**src/design/mac_map.svh**
```systemverilog
// Register map, field positions, reset values and timing of the MAC unit.
`ifndef MAC_MAP_SVH
`define MAC_MAP_SVH

// ============================================================
// Register indices; byte address is four times the index.
`define MAC_IDX_CTRL     6'h00
`define MAC_IDX_OPA      6'h01
`define MAC_IDX_OPB      6'h02
`define MAC_IDX_ACC0     6'h03
`define MAC_IDX_ACC1     6'h04
`define MAC_IDX_ACC2     6'h05
`define MAC_IDX_STATUS   6'h06

// ============================================================
// Control register fields.
`define MAC_BIT_SIGNED   0
`define MAC_BIT_ACCUM    1
`define MAC_BIT_SUB      2
`define MAC_BIT_OPCOUNT  3
`define MAC_BIT_SQUARE   4
`define MAC_BIT_CLEAR    5
`define MAC_BIT_INHIBIT  6
`define MAC_BIT_OVF      7
`define MAC_BIT_DIV      8
`define MAC_CTRL_WMASK   16'h015F
`define MAC_CTRL_RESET   16'h0000
`define MAC_DATA_RESET   16'h0000
`define MAC_ACC_RESET    40'h00_0000_0000

// ============================================================
// Timing: start value of the run counter, counted down to zero; a run is four busy cycles.
`define MAC_RUN_LAST     3'h3

`endif

```
**src/design/mac_pkg.sv**
```systemverilog
// Types shared by the MAC unit and its bus.
package mac_pkg;

	typedef struct packed {
		logic        cyc;
		logic        stb;
		logic        we;
		logic [7:0]  adr;
		logic [3:0]  sel;
		logic [31:0] dat;
	} wb_req_t;

	typedef enum logic {
		OP_IDLE,
		OP_RUN
	} op_state_t;

endpackage

```
**src/design/mac_unit_control.sv**
```systemverilog
// Multiply-accumulate unit control with a classic Wishbone register slave.
`timescale 1ns/1ps
`include "mac_map.svh"

module mac_unit_control (
	input  wire logic             clk_i,    // Core clock, 10 MHz.
	input  wire logic             nrst_i,   // Async reset, active low.
	input  wire mac_pkg::wb_req_t wb_req_i, // Bus request group.
	output logic [31:0]           wb_dat_o, // Read data, registered.
	output logic                  wb_ack_o, // Bus acknowledge.
	output logic                  busy_o    // Operation in progress.
);
	import mac_pkg::*;

	// ============================================================
	// Storage.
	logic [15:0] ctrl;
	logic        overflow_flag;
	logic [15:0] operand_a;
	logic [15:0] operand_b;
	logic [39:0] accumulator;
	logic        a_written;
	logic        b_written;
	op_state_t   state;
	logic [2:0]  run_cnt;

	// ============================================================
	// Bus decode.
	logic        req_hit;
	logic        wr_go;
	logic [5:0]  idx;
	logic        wr_ctrl;
	logic        wr_a;
	logic        wr_b;
	logic        wr_acc0;
	logic        wr_acc1;
	logic        wr_acc2;
	logic        clear_cmd;
	logic [15:0] wdata;
	logic [15:0] wmask;

	assign req_hit = wb_req_i.cyc & wb_req_i.stb;
	// Writes land on the edge at which the master sees ack high.
	assign wr_go   = req_hit & wb_req_i.we & wb_ack_o;
	assign idx     = wb_req_i.adr[7:2];
	assign wr_ctrl = wr_go && (idx == `MAC_IDX_CTRL);
	assign wr_a    = wr_go && (idx == `MAC_IDX_OPA);
	assign wr_b    = wr_go && (idx == `MAC_IDX_OPB);
	assign wr_acc0 = wr_go && (idx == `MAC_IDX_ACC0);
	assign wr_acc1 = wr_go && (idx == `MAC_IDX_ACC1);
	assign wr_acc2 = wr_go && (idx == `MAC_IDX_ACC2);
	assign wdata   = wb_req_i.dat[15:0];
	assign wmask   = {{8{wb_req_i.sel[1]}}, {8{wb_req_i.sel[0]}}};

	// Clear is a command, never stored, so it always reads back as zero.
	// Self-clearing command
	assign clear_cmd = wr_ctrl & wb_req_i.sel[0]
		& wb_req_i.dat[`MAC_BIT_CLEAR];

	function automatic logic [15:0] merge16(
		input logic [15:0] old_v,
		input logic [15:0] new_v,
		input logic [15:0] mask
	);
		merge16 = (old_v & ~mask) | (new_v & mask);
	endfunction

	// ============================================================
	// Start decision.
	logic square_on;
	logic single_on;
	logic start;
	logic [15:0] next_opa;
	logic [15:0] next_opb;

	assign square_on = ctrl[`MAC_BIT_SQUARE];
	assign single_on = ctrl[`MAC_BIT_OPCOUNT];
	assign next_opa  = merge16(operand_a, wdata, wmask);
	assign next_opb  = merge16(operand_b, wdata, wmask);

	// The divide bit is held but no divide path exists, so neither
	// count select nor square can reach one.
	// No divide path
	always_comb
	begin
		start = 1'b0;
		if (clear_cmd)
			start = 1'b0;
		else if (square_on)
			start = wr_a | wr_b;
		else if (single_on)
			start = wr_a | wr_b;
		else
			start = (wr_a & b_written) | (wr_b & a_written);
	end

	// ============================================================
	// Control register.
	always_ff @(posedge clk_i or negedge nrst_i)
	begin
		if (!nrst_i)
			ctrl <= `MAC_CTRL_RESET;
		else if (wr_ctrl)
			ctrl <= merge16(ctrl, wdata, wmask & `MAC_CTRL_WMASK);
	end

	// ============================================================
	// Operand registers.
	always_ff @(posedge clk_i or negedge nrst_i)
	begin
		if (!nrst_i)
		begin
			operand_a <= `MAC_DATA_RESET;
			operand_b <= `MAC_DATA_RESET;
		end
		else if (clear_cmd)
		begin
			operand_a <= `MAC_DATA_RESET;
			operand_b <= `MAC_DATA_RESET;
		end
		else if (wr_a)
		begin
			operand_a <= next_opa;
			if (square_on)
				operand_b <= next_opa;
		end
		else if (wr_b)
		begin
			operand_b <= next_opb;
			if (square_on)
				operand_a <= next_opb;
		end
	end

	// ============================================================
	// Operand written flags.
	always_ff @(posedge clk_i or negedge nrst_i)
	begin
		if (!nrst_i)
		begin
			a_written <= 1'b0;
			b_written <= 1'b0;
		end
		else if (clear_cmd || start)
		begin
			a_written <= 1'b0;
			b_written <= 1'b0;
		end
		else if (!square_on && !single_on)
		begin
			if (wr_a)
				a_written <= 1'b1;
			if (wr_b)
				b_written <= 1'b1;
		end
	end

	// ============================================================
	// Operation sequencer.
	logic finish;

	// A start in the finishing cycle commits the old result first,
	// since the operands change only at that same edge.
	assign finish = (state == OP_RUN) && (run_cnt == 3'h0) && !clear_cmd;
	assign busy_o = (state == OP_RUN);

	always_ff @(posedge clk_i or negedge nrst_i)
	begin
		if (!nrst_i)
		begin
			state   <= OP_IDLE;
			run_cnt <= 3'h0;
		end
		else if (clear_cmd)
		begin
			state   <= OP_IDLE;
			run_cnt <= 3'h0;
		end
		else if (start)
		begin
			state   <= OP_RUN;
			run_cnt <= `MAC_RUN_LAST;
		end
		else
		begin
			case (state)
			OP_IDLE:
				run_cnt <= 3'h0;
			OP_RUN:
			begin
				if (run_cnt == 3'h0)
					state <= OP_IDLE;
				else
					run_cnt <= run_cnt - 3'h1;
			end
			default:
				state <= OP_IDLE;
			endcase
		end
	end

	// ============================================================
	// Arithmetic.
	logic               is_unsigned;
	logic signed [16:0] ext_a;
	logic signed [16:0] ext_b;
	logic signed [33:0] product;
	logic signed [41:0] prod_w;
	logic signed [41:0] acc_w;
	logic signed [41:0] result;
	logic               result_ovf;

	assign is_unsigned = ctrl[`MAC_BIT_SIGNED];
	assign ext_a   = {~is_unsigned & operand_a[15], operand_a};
	assign ext_b   = {~is_unsigned & operand_b[15], operand_b};
	assign product = ext_a * ext_b;
	assign prod_w  = {{8{product[33]}}, product};
	assign acc_w   = is_unsigned ? {2'b00, accumulator}
		: {{2{accumulator[39]}}, accumulator};

	// Widening to 42 bits lets one compare catch overflow both ways.
	// Operation select
	always_comb
	begin
		case ({ctrl[`MAC_BIT_SUB], ctrl[`MAC_BIT_ACCUM]})
		2'b00:
			result = prod_w;
		2'b01:
			result = acc_w + prod_w;
		2'b10:
			result = -prod_w;
		2'b11:
			result = acc_w - prod_w;
		default:
			result = prod_w;
		endcase
	end

	always_comb
	begin
		if (is_unsigned)
			result_ovf = (result[41:40] != 2'b00);
		else
			result_ovf = (result[41:39] != 3'h0)
				&& (result[41:39] != 3'h7);
	end

	// ============================================================
	// Accumulator.
	always_ff @(posedge clk_i or negedge nrst_i)
	begin
		if (!nrst_i)
			accumulator <= `MAC_ACC_RESET;
		else if (clear_cmd)
			accumulator <= `MAC_ACC_RESET;
		else if (finish && !ctrl[`MAC_BIT_INHIBIT])
			accumulator <= result[39:0];
		else if (wr_acc0)
			accumulator[15:0] <= merge16(accumulator[15:0],
				wdata, wmask);
		else if (wr_acc1)
			accumulator[31:16] <= merge16(accumulator[31:16],
				wdata, wmask);
		else if (wr_acc2 && wb_req_i.sel[0])
			accumulator[39:32] <= wdata[7:0];
	end

	// ============================================================
	// Overflow flag.
	always_ff @(posedge clk_i or negedge nrst_i)
	begin
		if (!nrst_i)
			overflow_flag <= 1'b0;
		else if (clear_cmd || start)
			overflow_flag <= 1'b0;
		else if (finish)
			overflow_flag <= result_ovf;
	end

	// ============================================================
	// Bus answer: one wait state, unmapped reads return zero.
	logic [15:0] ctrl_view;
	logic [31:0] next_rdata;

	always_comb
	begin
		ctrl_view = ctrl & `MAC_CTRL_WMASK;
		ctrl_view[`MAC_BIT_OVF] = overflow_flag;
	end

	always_comb
	begin
		case (idx)
		`MAC_IDX_CTRL:
			next_rdata = {16'h0000, ctrl_view};
		`MAC_IDX_OPA:
			next_rdata = {16'h0000, operand_a};
		`MAC_IDX_OPB:
			next_rdata = {16'h0000, operand_b};
		`MAC_IDX_ACC0:
			next_rdata = {16'h0000, accumulator[15:0]};
		`MAC_IDX_ACC1:
			next_rdata = {16'h0000, accumulator[31:16]};
		`MAC_IDX_ACC2:
			next_rdata = {24'h00_0000, accumulator[39:32]};
		`MAC_IDX_STATUS:
			next_rdata = {31'h0000_0000, busy_o};
		default:
			next_rdata = 32'h0000_0000;
		endcase
	end

	always_ff @(posedge clk_i or negedge nrst_i)
	begin
		if (!nrst_i)
			wb_ack_o <= 1'b0;
		else
			wb_ack_o <= req_hit & ~wb_ack_o;
	end

	always_ff @(posedge clk_i or negedge nrst_i)
	begin
		if (!nrst_i)
			wb_dat_o <= 32'h0000_0000;
		else if (req_hit && !wb_ack_o && !wb_req_i.we)
			wb_dat_o <= next_rdata;
	end

endmodule
```
**config.mk**
```make
export PLATFORM = sky130hd
export DESIGN_NAME = mac_unit_control
export DESIGN_NICKNAME = d
export VERILOG_FILES = /design/src/design/mac_pkg.sv /design/src/design/mac_unit_control.sv
export VERILOG_INCLUDE_DIRS = /design/src /design/src/design
export SDC_FILE = /design/constraint.sdc
export NUM_CORES = 1
export LEC_CHECK = 0
export BUFFER_PORTS_ARGS = -buffer_cell sky130_fd_sc_hd__buf_4
export CORE_MARGIN = 1
export CORE_UTILIZATION = 50
export CTS_BUF_LIST = sky130_fd_sc_hd__clkbuf_4 sky130_fd_sc_hd__clkbuf_8
export DETAILED_ROUTE_END_ITERATION = 7
export PLACE_DENSITY = 0.74
export REMOVE_ABC_BUFFERS = 1
export SKIP_LAST_GASP = 1
export SLEW_MARGIN = 15
export SYNTH_ARGS = -nofsm -noshare
export SYNTH_HDL_FRONTEND = slang
export SYNTH_SLANG_ARGS = --single-unit
```
**constraint.sdc**
```tcl
create_clock -name clk_i -period 9.4 [get_ports clk_i]
set_clock_uncertainty 0.05 [all_clocks]
set_input_delay 0.47 -clock clk_i [delete_from_list [all_inputs] [get_ports clk_i]]
set_output_delay 0.47 -clock clk_i [all_outputs]
set_load 0.005 [all_outputs]
```
# After elaboration in Yosys (flattened, before gate mapping)
# Index checks and enable logic that the tools add are counted.
[op_classes] eq_ne=14 add_sub_neg=4 muxes=38 multipliers=1 n_reduce_logical=41 n_bitwise=29
[ops] cell="$pmux W42 S4" n=1
[ops] cell="$mux W16" n=10
[ops] cell="$pmux W16 S7" n=1
[ops] cell="$and A16 B16 Y16" n=6
[ops] cell="$mux W40" n=2
[ops] cell="$or A16 B16 Y16" n=5
[ops] cell="$add A42 B34 Y42" n=1
[ops] cell="$mux W42" n=1
[ops] cell="$neg A34 Y42" n=1
[ops] cell="$sub A42 B34 Y42" n=1
[ops] cell="$mul A17 B17 Y34" n=1
[ops] cell="$mux W24" n=1
[ops] cell="$eq A6 B3 Y1 const B" n=3
[ops] cell="$reduce_bool A3 Y1" n=6
[ops] cell="$and A16 B9 Y16" n=1
[ops] cell="$mux W1" n=16
[ops] cell="$mux W8" n=2
[ops] cell="$not A16 Y16" n=1
[ops] cell="$not A9 Y16" n=1
[ops] cell="$logic_and A1 B1 Y1" n=14
[ops] cell="$eq A6 B2 Y1 const B" n=2
[ops] cell="$and A1 B1 Y1" n=10
[ops] cell="$reduce_and A2 Y1" n=5
[ops] cell="$reduce_bool A2 Y1" n=5
[ops] cell="other kinds (18)" n=30
[word_totals] reg_bits=128 in_bits=49 word_cells=140

# Logic depth before layout (Yosys ltp)
[logic_depth] depth_word=12 mapped_depth=42

# Worst setup path after synthesis
# OpenSTA, ideal clock, no wires.
[synth_timing] path_type="reg2reg" startpoint="register operand_a[11]" endpoint="register overflow_flag" t_arrival_ns=9.837 setup_ns=0.080 path_stages_with_launch=38 period_less_slack_ns=9.967 slack_ns=-0.567 n_path_buf=4 cell_sequence="dfrtp_1 > clkbuf_1 > clkbuf_1 > nand2_1 > fa_1 > fa_1 > fa_1 > inv_1 > fa_1 > fa_1 > inv_1 > fa_1 > inv_1 > ha_1 > clkbuf_1 > o211ai_1 > a221o_1 > o211ai_1 > [... 2 more ...] > buf_2 > or3b_4 > nor3_1 > nor2_1 > xnor2_1 > ha_1 > and3_1 > nand2_1 > or4b_2 > a32o_1 > a21oi_1 > a41oi_1 > o21bai_1 > a31oi_1 > a221oi_1 > o21ai_1 > mux2_4 > nor3_2"
[synth_via] elab_chain_cells=8 word_cells_on_any_way=12 classes_between="add/sub: 3; mul: 1; eq/ne: 1; mux: 4; reduce/logical: 3"
[synth_rtl] element="start: declaration" line_no="mac_unit_control.sv:19" rtl="logic [15:0] operand_a;"
[synth_rtl] element="start signal: assignment" line_no="mac_unit_control.sv:113" rtl="operand_a <= `MAC_DATA_RESET;"
[synth_rtl] element="start signal: assignment" line_no="mac_unit_control.sv:118" rtl="operand_a <= `MAC_DATA_RESET;"
[synth_rtl] element="start signal: assignment" line_no="mac_unit_control.sv:123" rtl="operand_a <= next_opa;"
[synth_rtl] element="$mul A17 B17 Y34 *" line_no="mac_unit_control.sv:216" rtl="assign product = ext_a * ext_b;"
[synth_rtl] element="$sub A42 B34 Y42, or another cell as far along" line_no="mac_unit_control.sv:233" rtl="result = acc_w - prod_w;"
[synth_rtl] element="$pmux W42 S4 *" line_no="mac_unit_control.sv:225" rtl="case ({ctrl[`MAC_BIT_SUB], ctrl[`MAC_BIT_ACCUM]})"
[synth_rtl] element="$ne A3 B3 Y1 / $reduce_bool A3 Y1 (equally long branches)" line_no="mac_unit_control.sv:245, mac_unit_control.sv:244"
[synth_rtl] element="$logic_and A1 B1 Y1" line_no="mac_unit_control.sv:245" rtl="&& (result[41:39] != 3'h7);"
[synth_rtl] element="$mux W1 *" line_no="mac_unit_control.sv:241" rtl="if (is_unsigned)"
[synth_rtl] element="$mux W1 *" line_no="mac_unit_control.sv:276" rtl="else if (finish)"
[synth_rtl] element="$mux W1 *" line_no="mac_unit_control.sv:274" rtl="else if (clear_cmd || start)"
[synth_rtl] element="end signal: assignment" line_no="mac_unit_control.sv:277" rtl="overflow_flag <= result_ovf;"
[synth_rtl] element="end: declaration" line_no="mac_unit_control.sv:18" rtl="logic overflow_flag;"
# Mark *: on every way between the ends. The rest lies on a longest branch, timed or not. The select of a mux whose other input is x is not followed.
# A chain may end at the register's enable or synchronous reset.

# Final worst setup path
[layout_timing] startpoint="register operand_a[6]" endpoint="register overflow_flag"
# The elaborated chain is that of the path after synthesis.

==> flow_metrics.env <==
export IMPL_cts_sinks=103
export IMPL_crit_family="adder cells"
export IMPL_synth_top_area_share=0.2840
export IMPL_num_vias=19340
export IMPL_ir_drop_mv=0.06501
export IMPL_ys_top_cells_by_area="fa_1, dfrtp_1, ha_1"
export IMPL_path_max_fanout=6
export IMPL_status="complete, but fails checks"
export IMPL_power_leakage_nw=12.64
export IMPL_die_area_sq_um=42700
export IMPL_setup_ws_ps=-73.21
export IMPL_core_sq_um=41110
export IMPL_wl_per_cell_um=19.56
export IMPL_fin_crit_sh=1.008
export IMPL_post_synth_top_count_cell="inv_1"
export IMPL_drive_gt1_frac=0.2155
export IMPL_yosys_warnings=0
export IMPL_grt_pass1_vias=20200
export IMPL_synth_main_ff_cell="dfrtp_1"
export IMPL_reg2regPathDepth=37
export IMPL_cp_arrival_ps=9770
export IMPL_die_w_um=206.6
export IMPL_yosys_top_cells_count="inv_1, nand2_1, fa_1"
export IMPL_drt_total_wl_um=65120
export IMPL_seqPwrFrac=0.389
export IMPL_numCtsBuffers=9
export IMPL_syn_area_sq_um=20940
export IMPL_endpoint_kind="flip-flop"
export IMPL_drv_slew=0
export IMPL_slowest_stage="fa_1"
export IMPL_met1_usage=0.4237
export IMPL_nNetsFinal=3268
export IMPL_die_height_um=206.6
export IMPL_slew_headroom=0.2843
export IMPL_path_class="flip-flop to flip-flop"
export IMPL_synth_cells=2489
export IMPL_finalCriticalPeriod_ps=9473
export IMPL_placed_area_sq_um=24230
export IMPL_grt_usage=0.3181
export IMPL_hp_class="input pin to flip-flop"
export IMPL_power_switching_mw=0.4429
export IMPL_switching_share=0.3600
export IMPL_ant_nets=0
export IMPL_finalSetupViolCount=1
export IMPL_fmax_mhz=105.6
export IMPL_met2_usage=0.5319
export IMPL_root_buffer="clkbuf_8"
export IMPL_finalInstanceArea_sq_um=25100
export IMPL_ys_ff_latch=103
export IMPL_io_pins=83
export IMPL_cpPeakStageDelay_ps=550
export IMPL_vias_per_cell=5.808
export IMPL_cts_tree="yes"
export IMPL_cts_buffer_depth=2
export IMPL_internal_power_mw=0.7872
export IMPL_drc=1
export IMPL_num_antenna_cells=0
export IMPL_timing_setup_tns_ps=-73.21
export IMPL_hold_depth=2
export IMPL_hpwl_um=52650
export IMPL_avgSynthCellArea_sq_um=8.412
export IMPL_async_flop_share=1.000
export IMPL_first_pass_iters=8
export IMPL_cp_required_ps=9700
export IMPL_gp_routability_congestion=0.9876
export IMPL_synth_seq_area_share=0.1231
export IMPL_met3_usage=0.03972
export IMPL_cp_start_kind="flip-flop"
export IMPL_clkSlewWorstSetupHoldPaths_ps=130
export IMPL_clock_power_share=0.248
export IMPL_critPathMostFrequentCell="fa_1"
export IMPL_synth_distinct_cells=98
export IMPL_cap_violations=0
export IMPL_grt_first_pass_wirelength_um=105900
export IMPL_path_buf_inv=7
export IMPL_h_tree_depth=3
export IMPL_synthToLayoutAreaGrowth_pct=19.88
export IMPL_tightest_slew_ps=1070
export IMPL_synth_edf_count=0
export IMPL_combPwrFrac=0.363
export IMPL_clkLatencyLatePin_ps=420
export IMPL_grt_ovfl_total=0
export IMPL_crit_cells=37
export IMPL_drt_iter0_markers=1609
export IMPL_initial_core_util=0.5093
export IMPL_grt_setup_unrepaired="yes"
export IMPL_rows=74
export IMPL_io_buffers=46
export IMPL_grt_antenna_before_repair=1
export IMPL_hold_viol_final=0
export IMPL_violations="design-rule violations, negative setup slack"
export IMPL_top_usage_layer="met2"
export IMPL_yosysTopAreaCell="fa_1"
export IMPL_p_per_area_nw_per_um2=49.01
export IMPL_grt_start_max_net_pins=67
## path summary, 6_finish.rpt
| path | start | to | slack, ps |
|---|---|---|---|
| worst min register to register | b_written$_DFFE_PN0P_ | b_written$_DFFE_PN0P_ | 460 |
| worst min-delay path | wb_req_i[8] | flip-flop | 290 |
| max in group asynchronous | nrst_i | operand_a[5]$_DFFE_PN0P_ | 7350 |
| worst max-delay path | operand_a[6]$_DFFE_PN0P_ | overflow_flag$_DFFE_PN0P_ | -70 |
| worst max register to register | operand_a[6]$_DFFE_PN0P_ | overflow_flag$_DFFE_PN0P_ | -70 |
| min in group asynchronous | nrst_i | wb_dat_o[0]$_DFFE_PN0P_ | 530 |
## worst reg2reg max path, delay by kind of cell, from the launching register on
family / cells / cell delay, ps
adder cells (fa/ha/maj): 8 / 3300
AND/OR/NAND/NOR: 11 / 2720
AO/OA/AOI/OAI: 9 / 1600
buffers and inverters: 7 / 850
flip-flops: 1 / 470
multiplexers: 1 / 340
XOR/XNOR: 1 / 70
## flip-flops by register name (all words and copies together) (netlist names), 3 cells and up, named ones only
register,cells
wb_dat_o,16
operand_a,16
run_cnt,3
accumulator,40
operand_b,16
## cell type report
class,count,area [sq um]
clock buffer,9,123.9
clock inverter,7,73.82
timing repair buffer,440,3467
multi-input combinational,1900,16900
inverter,339,1272
sequential,103,2597
tap,532,665.6
fill,3569,16010
## layout by cell type (no fill, tap or decap), types with 10 or more instances in the layout
| master | count |
|---|---|
| nand2b_1 | 29 |
| dfrtp_2 | 16 |
| nor3_1 | 16 |
| o31ai_1 | 15 |
| a222oi_1 | 14 |
| a21oi_1 | 86 |
| or3_1 | 10 |
| a21o_1 | 32 |
| a31oi_1 | 36 |
| ha_1 | 116 |
| and2_1 | 133 |
| nor2b_1 | 12 |
| o211ai_1 | 28 |
| a22oi_1 | 17 |
| nor2_1 | 126 |
| dfrtp_1 | 87 |
| nand4_1 | 16 |
| a21oi_2 | 15 |
| nand2_1 | 297 |
| xor2_1 | 37 |
| conb_1 | 16 |
| o21a_1 | 14 |
| buf_4 | 417 |
| nand3_1 | 63 |
| a211oi_1 | 25 |
| mux2i_1 | 30 |
| xnor2_1 | 75 |
| o21ai_0 | 117 |
| buf_6 | 13 |
| o21ai_1 | 12 |
| a22o_1 | 13 |
| inv_1 | 332 |
| ha_4 | 12 |
| fa_1 | 293 |
## what timing repair did
action | CTS | global route
hold endpoints to repair | 32 | 0
pin swaps | 62 | 26
hold buffers | 1 | 0
endpoints found under the setup margin | 2 | 10
setup buffers | 12 | 3
gates resized for setup | 107 | 20
## metal layers
metal	wire length, um	vias to the layer above
met5	19	-
met4	2325	2
met3	5118	149
met2	31050	802
met1	26600	9564
li1	-	8825
## logic make-up after synthesis
logic type | share of synthesized area
xor gates and xnor gates | 0.04727
other | 0.0001791
and+or+nand+nor | 0.1812
DFF | 0.1231
buffers and inverters | 0.09693
adders and majority gates | 0.3611
AOI/OAI and AO/OA | 0.1698
muxes | 0.02044
## power groups by stage
stage / registers (mW) / logic (mW) / clock network (mW)
3_3_place_gp: 0.486 / 0.395 / 0
5_1_grt: 0.480 / 0.485 / 0.320
2_1_floorplan: 0.481 / 0.230 / 0
6_report: 0.478 / 0.447 / 0.305
4_1_cts: 0.478 / 0.428 / 0.302
3_5_place_dp: 0.486 / 0.402 / 0
## stage by stage
stage	util	setup WS [ps]	instances	hold slack [ps]	power, mW
after floorplan	-	-874.2	2342	124.4	0.7112
final	0.6105	-73.21	3330	294.3	1.230
after global placement	0.5893	-412.1	3298	430.4	0.8810
after detailed placement	0.5893	-505.2	3298	433.4	0.8887
after CTS	0.6081	19.36	3327	279.5	1.207
after global routing	0.6105	-497.5	3330	291.0	1.284
(Power assumes the default switching activity.)
